<file path="src/logic/chsf_pkg.sv">
package chsf_pkg;
	// ---------------------------------------------------------------
	// register map, byte addresses on the plain port
	// ---------------------------------------------------------------
	localparam logic [7:0] ADDR_CMD = 8'h00;
	localparam logic [7:0] ADDR_RSP0 = 8'h20;
	localparam logic [7:0] ADDR_RSP1 = 8'h24;
	localparam logic [7:0] ADDR_RSP2 = 8'h28;
	localparam logic [7:0] ADDR_RSP3 = 8'h2c;
	localparam logic [7:0] ADDR_RXD = 8'h30;
	localparam logic [7:0] ADDR_TXD = 8'h34;
	localparam logic [7:0] ADDR_SR = 8'h40;
	localparam logic [7:0] ADDR_IER = 8'h44;
	localparam logic [7:0] ADDR_IDR = 8'h48;
	localparam logic [7:0] ADDR_IMR = 8'h4c;
	localparam logic [7:0] ADDR_MODE = 8'h50;
	localparam logic [7:0] ADDR_RCR = 8'h54;
	localparam logic [7:0] ADDR_RNCR = 8'h58;
	localparam logic [7:0] ADDR_TCR = 8'h5c;
	localparam logic [7:0] ADDR_TNCR = 8'h60;

	// ---------------------------------------------------------------
	// status bit positions
	// ---------------------------------------------------------------
	localparam int B_COMMAND_READY = 0;
	localparam int B_RECEIVE_READY = 1;
	localparam int B_TRANSMIT_READY = 2;
	localparam int B_BLOCK_ENDED = 3;
	localparam int B_TRANSFER_IN_PROGRESS = 4;
	localparam int B_NBUSY = 5;
	localparam int B_RECEIVE_BUFFER_END = 6;
	localparam int B_TRANSMIT_BUFFER_END = 7;
	localparam int B_IRQA = 8;
	localparam int B_IRQB = 9;
	localparam int B_RECEIVE_BUFFERS_FULL = 14;
	localparam int B_TRANSMIT_BUFFERS_EMPTY = 15;
	localparam int B_RESPONSE_INDEX_ERROR = 16;
	localparam int B_RESPONSE_DIRECTION_ERROR = 17;
	localparam int B_RESPONSE_CRC_ERROR = 18;
	localparam int B_RESPONSE_ENDBIT_ERROR = 19;
	localparam int B_RESPONSE_TIMEOUT_ERROR = 20;
	localparam int B_DATA_CRC_ERROR = 21;
	localparam int B_DATA_TIMEOUT_ERROR = 22;
	localparam int B_RECEIVE_OVERRUN = 30;
	localparam int B_TRANSMIT_UNDERRUN = 31;
	localparam logic [31:0] SR_IMPL_MASK = 32'hc07f_c3ff;
	localparam int B_MODE_DMA = 0;
	localparam int CMD_TRCMD_LO = 16;
	localparam logic [1:0] TRCMD_START = 2'h1;
	localparam logic [15:0] CNT_ZERO = 16'h0000;
	localparam logic [31:0] WORD_ZERO = 32'h0000_0000;
	localparam logic [1:0] RSP_IDX_ZERO = 2'h0;
	localparam int RSP_WORD_W = 32;
	localparam int RSP_SEL_LO = 2;
	localparam logic [15:0] CNT_ONE = 16'h0001;
	localparam logic [2:0] SYNC_HIGH = 3'h7;
	localparam logic [2:0] SYNC_LOW = 3'h0;

	// ---------------------------------------------------------------
	// register port and engine event carriers
	// ---------------------------------------------------------------
	typedef struct packed {
		logic [7:0] addr;
		logic [31:0] wdata;
		logic wr;
		logic rd;
	} chsf_bus_t;

	typedef struct packed {
		logic cmd_sent;
		logic rsp_end;
		logic rsp_index_bad;
		logic rsp_dir_bad;
		logic rsp_crc_bad;
		logic rsp_end_bad;
		logic rsp_timeout;
		logic rx_word;
		logic tx_loaded;
		logic crc_status_end;
		logic xfer_start;
		logic crc16_done;
		logic data_crc_bad;
		logic data_timeout;
		logic rx_lost;
		logic tx_starved;
		logic dma_rx_dec;
		logic dma_tx_dec;
	} chsf_evt_t;
endpackage : chsf_pkg

</file>
<file path="src/logic/chsf_status.sv">
// Added by the designer: the strobed register port.
`timescale 1ns/100ps
// Operation
// - response words read repeatedly or sequentially
// - command ready low while busy, cleared on command
// - receive ready set on data, cleared on read
// - transmit ready set when word reaches shifter
// - block ended on write, cleared on status read
// - dma mode: block ended only on last block
// - transfer in progress until crc16 done
// - not busy cleared at response, set on release
// - buffer end flags at zero count, cleared on write
// - buffer full/empty when both counters zero
// - index error set on mismatch, cleared on command
// - direction error set when bit missing
// - response crc error, cleared on command
// - end bit error, cleared on command
// - response timeout error, cleared on command
// - data crc error, cleared on status read
// - data timeout error, cleared on status read
// - overrun set on lost byte, cleared by start
// - underrun set on starved byte, cleared by start
// - slot interrupts, cleared on status read
// - enable register sets mask bits
// - disable register clears mask, mask readable
module chsf_status (
	input wire logic sys_clk,
	input wire logic rst,
	input wire chsf_pkg::chsf_bus_t bus,
	output logic [31:0] rdata,
	input wire chsf_pkg::chsf_evt_t evt,
	input wire logic [127:0] rsp_words,
	input wire logic [31:0] rx_word_data,
	output logic [31:0] tx_word,
	output logic cmd_write,
	output logic [31:0] cmd_value,
	input wire logic dat0_in,
	input wire logic slot_a_irq_in,
	input wire logic slot_b_irq_in,
	output logic irq
);
	import chsf_pkg::*;

	// ---------------------------------------------------------------
	// state
	// ---------------------------------------------------------------
	logic [31:0] status_now;
	logic command_ready, receive_ready, transmit_ready, block_ended;
	logic transfer_in_progress, card_not_busy, receive_buffer_end, transmit_buffer_end;
	logic slot_a_card_irq, slot_b_card_irq, data_crc_error, data_timeout_error;
	logic receive_overrun, transmit_underrun;
	logic response_index_error, response_direction_error, response_crc_error;
	logic response_endbit_error, response_timeout_error;
	logic [31:0] mask;
	logic [31:0] rx_hold;
	logic [1:0] rsp_idx;
	logic dma_mode;
	logic [15:0] rcr, rncr, tcr, tncr;
	logic [2:0] dat0_sync, irqa_sync, irqb_sync;
	logic wait_busy;
	logic dec_rx_zero, dec_tx_zero;

	function automatic logic hit(input chsf_bus_t b, input logic [7:0] a, input logic w);
		hit = (b.addr == a) && (w ? b.wr : b.rd);
	endfunction : hit

	// counter decrement that reaches zero this cycle
	function automatic logic reach_zero(input logic [15:0] c, input logic dec);
		reach_zero = dec && (c == CNT_ONE);
	endfunction : reach_zero

	// one 32-bit word out of the four held for the card response
	function automatic logic [31:0] rsp_pick(input logic [127:0] w, input logic [1:0] k);
		rsp_pick = w[RSP_WORD_W * k +: RSP_WORD_W];
	endfunction : rsp_pick

	wire sr_rd = hit(bus, ADDR_SR, 1'b0);
	wire cmd_wr = hit(bus, ADDR_CMD, 1'b1);
	wire start_cmd = cmd_wr && (bus.wdata[CMD_TRCMD_LO +: 2] == TRCMD_START);
	wire rcnt_wr = hit(bus, ADDR_RCR, 1'b1) || hit(bus, ADDR_RNCR, 1'b1);
	wire tcnt_wr = hit(bus, ADDR_TCR, 1'b1) || hit(bus, ADDR_TNCR, 1'b1);
	wire both_tx_zero = (tcr == CNT_ZERO) && (tncr == CNT_ZERO);
	wire both_rx_zero = (rcr == CNT_ZERO) && (rncr == CNT_ZERO);
	assign dec_rx_zero = reach_zero(rcr, evt.dma_rx_dec);
	assign dec_tx_zero = reach_zero(tcr, evt.dma_tx_dec);

	// ---------------------------------------------------------------
	// input synchronisers: first stage read only by the second
	// ---------------------------------------------------------------
	always_ff @(posedge sys_clk) begin
		if (rst) begin
			dat0_sync <= SYNC_HIGH;
			irqa_sync <= SYNC_LOW;
			irqb_sync <= SYNC_LOW;
		end else begin
			dat0_sync <= {dat0_sync[1:0], dat0_in};
			irqa_sync <= {irqa_sync[1:0], slot_a_irq_in};
			irqb_sync <= {irqb_sync[1:0], slot_b_irq_in};
		end
	end

	// edge detectors on the second and third stages
	wire dat0_rise = dat0_sync[1] && !dat0_sync[2];
	wire irqa_rise = irqa_sync[1] && !irqa_sync[2];
	wire irqb_rise = irqb_sync[1] && !irqb_sync[2];

	// ---------------------------------------------------------------
	// dma counters, loaded by software, decremented by the channel
	// ---------------------------------------------------------------
	always_ff @(posedge sys_clk) begin
		if (rst) begin
			rcr <= CNT_ZERO;
			rncr <= CNT_ZERO;
			tcr <= CNT_ZERO;
			tncr <= CNT_ZERO;
		end else begin
			if (hit(bus, ADDR_RCR, 1'b1))
				rcr <= bus.wdata[15:0];
			else if (dec_rx_zero) begin
				rcr <= rncr; // next buffer moves in
			end else if (evt.dma_rx_dec && rcr != CNT_ZERO)
				rcr <= rcr - CNT_ONE;
			if (hit(bus, ADDR_RNCR, 1'b1))
				rncr <= bus.wdata[15:0];
			else if (dec_rx_zero)
				rncr <= CNT_ZERO;
			if (hit(bus, ADDR_TCR, 1'b1))
				tcr <= bus.wdata[15:0];
			else if (dec_tx_zero)
				tcr <= tncr;
			else if (evt.dma_tx_dec && tcr != CNT_ZERO)
				tcr <= tcr - CNT_ONE;
			if (hit(bus, ADDR_TNCR, 1'b1))
				tncr <= bus.wdata[15:0];
			else if (dec_tx_zero)
				tncr <= CNT_ZERO;
		end
	end

	// ---------------------------------------------------------------
	// mode, mask, data words
	// ---------------------------------------------------------------
	always_ff @(posedge sys_clk) begin
		if (rst)
			dma_mode <= 1'b0;
		else if (hit(bus, ADDR_MODE, 1'b1))
			dma_mode <= bus.wdata[B_MODE_DMA];
	end

	always_ff @(posedge sys_clk) begin
		if (rst)
			mask <= WORD_ZERO;
		else if (hit(bus, ADDR_IER, 1'b1))
			mask <= mask | (bus.wdata & SR_IMPL_MASK);
		else if (hit(bus, ADDR_IDR, 1'b1))
			mask <= mask & ~bus.wdata;
	end

	always_ff @(posedge sys_clk) begin
		if (rst) begin
			tx_word <= WORD_ZERO;
			cmd_write <= 1'b0;
			cmd_value <= WORD_ZERO;
			rx_hold <= WORD_ZERO;
		end else begin
			cmd_write <= cmd_wr;
			if (cmd_wr)
				cmd_value <= bus.wdata;
			if (hit(bus, ADDR_TXD, 1'b1))
				tx_word <= bus.wdata;
			if (evt.rx_word)
				rx_hold <= rx_word_data;
		end
	end

	// response pointer: repeated reads at the first address walk the words
	always_ff @(posedge sys_clk) begin
		if (rst || cmd_wr)
			rsp_idx <= RSP_IDX_ZERO;
		else if (hit(bus, ADDR_RSP0, 1'b0))
			rsp_idx <= rsp_idx + 2'h1;
	end

	// not-busy tracking after every response end
	always_ff @(posedge sys_clk) begin
		if (rst)
			wait_busy <= 1'b0;
		else if (evt.rsp_end)
			wait_busy <= 1'b1;
		else if (dat0_rise)
			wait_busy <= 1'b0;
	end

	// ---------------------------------------------------------------
	// status flags: set wins over clear throughout
	// ---------------------------------------------------------------
	// command ready and the response errors, all cleared by a command write
	always_ff @(posedge sys_clk) begin
		if (rst) begin
			command_ready <= 1'b1;
			response_index_error <= 1'b0;
			response_direction_error <= 1'b0;
			response_crc_error <= 1'b0;
			response_endbit_error <= 1'b0;
			response_timeout_error <= 1'b0;
		end else begin
			if (evt.cmd_sent)
				command_ready <= 1'b1;
			else if (cmd_wr)
				command_ready <= 1'b0;
			if (evt.rsp_index_bad)
				response_index_error <= 1'b1;
			else if (cmd_wr)
				response_index_error <= 1'b0;
			if (evt.rsp_dir_bad)
				response_direction_error <= 1'b1;
			else if (cmd_wr)
				response_direction_error <= 1'b0;
			if (evt.rsp_crc_bad)
				response_crc_error <= 1'b1;
			else if (cmd_wr)
				response_crc_error <= 1'b0;
			if (evt.rsp_end_bad)
				response_endbit_error <= 1'b1;
			else if (cmd_wr)
				response_endbit_error <= 1'b0;
			if (evt.rsp_timeout)
				response_timeout_error <= 1'b1;
			else if (cmd_wr)
				response_timeout_error <= 1'b0;
		end
	end

	// receive, transmit and block progress of the data path
	always_ff @(posedge sys_clk) begin
		if (rst) begin
			receive_ready <= 1'b0;
			transmit_ready <= 1'b0;
			block_ended <= 1'b0;
			transfer_in_progress <= 1'b0;
		end else begin
			if (evt.rx_word)
				receive_ready <= 1'b1;
			else if (hit(bus, ADDR_RXD, 1'b0))
				receive_ready <= 1'b0;
			if (evt.tx_loaded)
				transmit_ready <= 1'b1;
			else if (hit(bus, ADDR_TXD, 1'b1))
				transmit_ready <= 1'b0;
			// in dma mode only the block that leaves both transmit counters empty counts
			if (evt.crc_status_end && (!dma_mode || both_tx_zero))
				block_ended <= 1'b1;
			else if (sr_rd)
				block_ended <= 1'b0;
			if (evt.xfer_start)
				transfer_in_progress <= 1'b1;
			else if (evt.crc16_done)
				transfer_in_progress <= 1'b0;
		end
	end

	// not busy: dropped at the response end, raised when the card lets data line 0 go
	always_ff @(posedge sys_clk) begin
		if (rst)
			card_not_busy <= 1'b1;
		else if (wait_busy && dat0_rise)
			card_not_busy <= 1'b1;
		else if (evt.rsp_end)
			card_not_busy <= 1'b0;
	end

	// buffer end flags follow the counters down to zero
	always_ff @(posedge sys_clk) begin
		if (rst) begin
			receive_buffer_end <= 1'b0;
			transmit_buffer_end <= 1'b0;
		end else begin
			if (dec_rx_zero)
				receive_buffer_end <= 1'b1;
			else if (rcnt_wr)
				receive_buffer_end <= 1'b0;
			if (dec_tx_zero)
				transmit_buffer_end <= 1'b1;
			else if (tcnt_wr)
				transmit_buffer_end <= 1'b0;
		end
	end

	// card interrupts and data errors, all cleared by a status read
	always_ff @(posedge sys_clk) begin
		if (rst) begin
			slot_a_card_irq <= 1'b0;
			slot_b_card_irq <= 1'b0;
			data_crc_error <= 1'b0;
			data_timeout_error <= 1'b0;
		end else begin
			if (irqa_rise)
				slot_a_card_irq <= 1'b1;
			else if (sr_rd)
				slot_a_card_irq <= 1'b0;
			if (irqb_rise)
				slot_b_card_irq <= 1'b1;
			else if (sr_rd)
				slot_b_card_irq <= 1'b0;
			if (evt.data_crc_bad)
				data_crc_error <= 1'b1;
			else if (sr_rd)
				data_crc_error <= 1'b0;
			if (evt.data_timeout)
				data_timeout_error <= 1'b1;
			else if (sr_rd)
				data_timeout_error <= 1'b0;
		end
	end

	// lost and starved bytes, cleared only when a new transfer starts
	always_ff @(posedge sys_clk) begin
		if (rst) begin
			receive_overrun <= 1'b0;
			transmit_underrun <= 1'b0;
		end else begin
			if (evt.rx_lost)
				receive_overrun <= 1'b1;
			else if (start_cmd)
				receive_overrun <= 1'b0;
			if (evt.tx_starved)
				transmit_underrun <= 1'b1;
			else if (start_cmd)
				transmit_underrun <= 1'b0;
		end
	end

	// status word; buffer full/empty follow the counters with no lag after a counter write
	always_comb begin
		status_now = WORD_ZERO;
		status_now[B_COMMAND_READY] = command_ready;
		status_now[B_RECEIVE_READY] = receive_ready;
		status_now[B_TRANSMIT_READY] = transmit_ready;
		status_now[B_BLOCK_ENDED] = block_ended;
		status_now[B_TRANSFER_IN_PROGRESS] = transfer_in_progress;
		status_now[B_NBUSY] = card_not_busy;
		status_now[B_RECEIVE_BUFFER_END] = receive_buffer_end;
		status_now[B_TRANSMIT_BUFFER_END] = transmit_buffer_end;
		status_now[B_IRQA] = slot_a_card_irq;
		status_now[B_IRQB] = slot_b_card_irq;
		status_now[B_RECEIVE_BUFFERS_FULL] = both_rx_zero;
		status_now[B_TRANSMIT_BUFFERS_EMPTY] = both_tx_zero;
		status_now[B_RESPONSE_INDEX_ERROR] = response_index_error;
		status_now[B_RESPONSE_DIRECTION_ERROR] = response_direction_error;
		status_now[B_RESPONSE_CRC_ERROR] = response_crc_error;
		status_now[B_RESPONSE_ENDBIT_ERROR] = response_endbit_error;
		status_now[B_RESPONSE_TIMEOUT_ERROR] = response_timeout_error;
		status_now[B_DATA_CRC_ERROR] = data_crc_error;
		status_now[B_DATA_TIMEOUT_ERROR] = data_timeout_error;
		status_now[B_RECEIVE_OVERRUN] = receive_overrun;
		status_now[B_TRANSMIT_UNDERRUN] = transmit_underrun;
	end

	// ---------------------------------------------------------------
	// interrupt output
	// ---------------------------------------------------------------
	always_ff @(posedge sys_clk) begin
		if (rst)
			irq <= 1'b0;
		else
			irq <= |(status_now & mask);
	end

	// ---------------------------------------------------------------
	// read data, one cycle after the strobe
	// ---------------------------------------------------------------
	always_ff @(posedge sys_clk) begin
		if (rst)
			rdata <= WORD_ZERO;
		else if (!bus.rd)
			rdata <= WORD_ZERO;
		else begin
			unique case (bus.addr)
				ADDR_RSP0: rdata <= rsp_pick(rsp_words, rsp_idx);
				ADDR_RSP1, ADDR_RSP2, ADDR_RSP3: rdata <= rsp_pick(rsp_words, bus.addr[RSP_SEL_LO +: 2]);
				ADDR_RXD: rdata <= rx_hold;
				ADDR_SR: rdata <= status_now;
				ADDR_IMR: rdata <= mask;
				ADDR_MODE: rdata <= {31'h0, dma_mode};
				ADDR_RCR: rdata <= {16'h0, rcr};
				ADDR_RNCR: rdata <= {16'h0, rncr};
				ADDR_TCR: rdata <= {16'h0, tcr};
				ADDR_TNCR: rdata <= {16'h0, tncr};
				default: rdata <= WORD_ZERO;
			endcase
		end
	end
endmodule : chsf_status

</file>
<file path="config.mk">
export PLATFORM = sky130hd
export DESIGN_NAME = chsf_status
export DESIGN_NICKNAME = d
export VERILOG_FILES = /design/src/logic/chsf_pkg.sv /design/src/logic/chsf_status.sv
export SDC_FILE = /design/constraint.sdc
export NUM_CORES = 1
export LEC_CHECK = 0
export BUFFER_PORTS_ARGS = -buffer_cell sky130_fd_sc_hd__buf_4
export CAP_MARGIN = 20
export CORE_MARGIN = 2
export CORE_UTILIZATION = 40
export DETAILED_ROUTE_END_ITERATION = 7
export PLACE_DENSITY = 0.72
export SLEW_MARGIN = 40
export SYNTH_ARGS = -nofsm -noshare
export SYNTH_HDL_FRONTEND = slang
export SYNTH_SLANG_ARGS = --single-unit
</file>
<file path="constraint.sdc">
create_clock -name sys_clk -period 2.6 [get_ports sys_clk]
set_clock_uncertainty 0.1 [all_clocks]
set_input_delay 0.52 -clock sys_clk [delete_from_list [all_inputs] [get_ports sys_clk]]
set_output_delay 0.52 -clock sys_clk [all_outputs]
set_load 0.02 [all_outputs]
</file>
==> run_results.csv <==
group,metric,value,unit
setup_path,rr_startpoint,"tcr[6]",
cells_and_area,n_antenna_cell,0,
floorplan,dieHeight,180,um
sta,tns,0,ps
sta,worst_slew_pin_slew,808,ps
clock_network,ctsHoldBuffers,0,
sta,final-hold-violation-count,0,
power_and_ir_drop,cellInternalPower,8.41,mW
synthesis,synth-compound-area-share,20.3,%
route,drt-pass1-iter-count,8,
global_routing,antenna_found_initial,0,
synthesis,syn_inst,1514,
synthesis,synth-edff-count,0,
sta,rsz0062_at_grt,"no",
route,drc,4,
floorplan,start_util,40.5,%
global_routing,first_global_vias,12500,
clock_network,cts_root_buf,"clkbuf_16",
clock_network,clk_pin_slew,60,ps
power_and_ir_drop,power.density,759,nW/um^2
power_and_ir_drop,seqPwrFrac,38.0,%
floorplan,boundaryPins,323,
outcome,violations,"DRC",
sta,fmax,407,MHz
route,via_per_inst,5.89,
synthesis,synth_top_area_cell,"dfxtp_1",
synthesis,synth_top_family_by_area,"simple AND/OR/NAND/NOR gates",
route,drtIter0Drc,1345,
clock_network,clockBufferDepth,3,
sta,drv_slew,0,
placed_design,dp.cells,2189,
clock_network,clock_sinks,258,
placed_design,place_hpwl,37100,um
sta,period_share,94.6,%
setup_path,cp_max_fo,17,
placed_design,gp_congestion,0.978,
route,route.detailed.wl_per_inst,22.4,um
power_and_ir_drop,p_comb_share,28.4,%
synthesis,ys_ff_latch,258,
synthesis,yosysSeqAreaShare,41.8,%
worst_hold_path,worst_hold_path_type,"in -> reg",
worst_hold_path,hp-start,"evt[17]",
power_and_ir_drop,swShare,32.9,%
clock_network,cts_setup_buffers,0,
setup_path,reg2reg_setup_slack,140,ps
synthesis,yosys-top-cells-area,"dfxtp_1 42%, nand2_1 7.5%, a21oi_1 5.6%, mux2i_1 5.2%, nor2_1 4.3%",
synthesis,ys.flop_type,"dfxtp_1",
power_and_ir_drop,clkPwrFrac,33.6,%
setup_path,r2r-end,"tcr[13]",
route,drtAntennaViolNets,0,
run,max_cap_violations,0,
synthesis,netlist-cell-type-count,72,
global_routing,grt_max_degree,182,
synthesis,syn_area_per_cell,8.16,um^2
floorplan,core,30500,um^2
setup_path,crit_path_cell_trace,"nor4_4 > nand2_2 > or4_1 > buf_4 > or3_1 > o21ai_0 > a311oi_1",
route,vias,13200,
setup_path,endpoint_kind,"flip-flop",
cells_and_area,post-route-util,54.1,%
synthesis,synth_top_area_share,41.8,%
synthesis,synth_fa_ha_area_share,0.608,%
synthesis,synthSimpleGateAreaFrac,23.9,%
setup_path,ff2ff_path_depth,7,
setup_path,worst_setup_path_start_kind,"flip-flop",
cells_and_area,fillers,2812,
sta,maxSlewHeadroom,46.2,%
sta,finalCriticalPeriod,2460,ps
synthesis,yosysMostFrequentCell,"dfxtp_1",
power_and_ir_drop,power,12.5,mW
synthesis,syn_nets,1745,
sta,fin_hold_ws,34.3,ps
setup_path,arrival,2770,ps
synthesis,yosys_warnings,0,
global_routing,grt_first_pass_wirelength,75200,um
floorplan,die_x,180,um
clock_network,numCtsBuffers,29,
setup_path,slowest_delay,530,ps
cells_and_area,drive_gt1_share,26.7,%
synthesis,synth-xor-area-share,1.63,%
global_routing,grt.total_usage,29.5,%
clock_network,cts_resized,0,
sta,setup_violations,0,
floorplan,rows,64,
synthesis,async_reset_ff_share,0,%
worst_hold_path,hold_end,"command_ready",
floorplan,die_area,32300,um^2
setup_path,cp.required,2920,ps
route,finalWirelength,50200,um
power_and_ir_drop,peakVddDrop,0.548,mV
cells_and_area,syn_to_final_growth,33.7,%
clock_network,cts_tree,"done",
cells_and_area,nets,2055,
worst_hold_path,hold_depth,2,
outcome,status,"finished with violations",
power_and_ir_drop,switching_power,4.13,mW
setup_path,crit_type,"reg -> reg",
setup_path,slowest_stage,"or4_1",
clock_network,clkLatencyLatePin,570,ps
global_routing,grt_remaining_overflow,0,
synthesis,netlist_area,12400,um^2
power_and_ir_drop,leakagePower,6.44,nW
cells_and_area,layoutNonFillerInstCount,2243,
placed_design,port_buffers,322,
synthesis,synthTopCellsByCount,"258 x dfxtp_1, 248 x nand2_1, 140 x nor2_1, 139 x a21oi_1, 95 x nand3_1",
synthesis,synthMuxAreaShare,6.92,%
clock_network,cts_htree_levels,1,
[metrics by stage]
step | setup WS [ps] | cell area [um^2]
detailed placement | -38.7 | 15500
global placement | 9.14 | 15500
CTS | 148 | 16500
global route | 10.4 | 16500
finish | 142 | 16500
floorplan | 207 | 12400
[kinds of logic after synthesis]
group / after synthesis
xor+xnor: 23
compound gates: 374
buf+inv: 143
simple gates: 627
fa+ha+maj: 6
mux: 83
flops: 258
[per-layer routing]
layer	global-route usage (%)	share of wire, %	vias to the layer above
met3	7.64	11	138
li1	-	-	6094
met2	44.4	43	765
met5	0	0	-
met1	40.1	42	6217
met4	12.2	4.4	0
[power by group through the flow]
stage | Combinational, mW | Clock, mW | Sequential (mW)
final | 3.56 | 4.21 | 4.76
after global routing | 3.91 | 4.40 | 4.78
after CTS | 3.52 | 4.25 | 4.73
after detailed placement | 3.50 | 0 | 4.81
after global placement | 3.45 | 0 | 4.81
after floorplan | 2.42 | 0 | 4.58
[worst max path at each step]
stage / cells past startpoint / end / start / slack (ps)
global placement: 9 / rdata[5] / bus[38] / 9
detailed placement: 8 / tcr[13] / bus[41] / -40
floorplan: 8 / rdata[23] / bus[38] / 210
finish: 7 / tcr[13] / tcr[6] / 140
global route: 9 / rdata[15] / tcr[0] / 10
CTS: 7 / tcr[13] / tcr[6] / 150
[cells in the final DEF, fill, tap and decap left out, types with 7 or more instances in the layout]
cell,count
a211oi_1,17
a21o_1,12
a21oi_1,139
a221oi_1,16
a222oi_1,17
a22o_1,11
a22oi_1,56
a31oi_1,21
and3_1,18
buf_12,13
buf_4,390
clkbuf_1,7
clkbuf_16,29
clkbuf_8,7
dfxtp_1,258
inv_1,16
mux2_2,13
mux2i_1,64
nand2_1,248
nand3_1,95
nand4_1,10
nor2_1,138
nor2b_1,16
nor3_1,26
nor4_1,21
o211ai_1,9
o21ai_0,18
o221ai_1,11
o22ai_1,8
o2bb2ai_1,8
or2_2,7
xnor2_1,15
xor2_1,8
[state kept, by name (all words and copies together) (netlist names), 2 cells and up, named ones only]
name	flops
rcr	16
rncr	16
rx_hold	32
irqa_sync	3
tx_word	32
tcr	16
mask	11
irqb_sync	3
rdata	32
rsp_idx	2
tncr	16
cmd_value	32
dat0_sync	3
[layout make-up]
class / instances / area, um^2 / share of cell area [%]
clock buffers: 43 / 848 / 5.14
clock inverters: 11 / 126 / 0.765
inverters: 16 / 60.1 / 0.364
multi-input cells: 1113 / 6620 / 40.0
flip-flops and latches: 258 / 5160 / 31.3
well taps: 396 / 495 / 3.00
repair buffers: 406 / 3210 / 19.4
[critical path: cells and delay by family (launching register included)]
family / cells / cell delay [ps]
compound gates: 2 / 210
flops: 1 / 400
buf+inv: 1 / 210
simple gates: 4 / 1370
(Power assumes the default switching activity.)
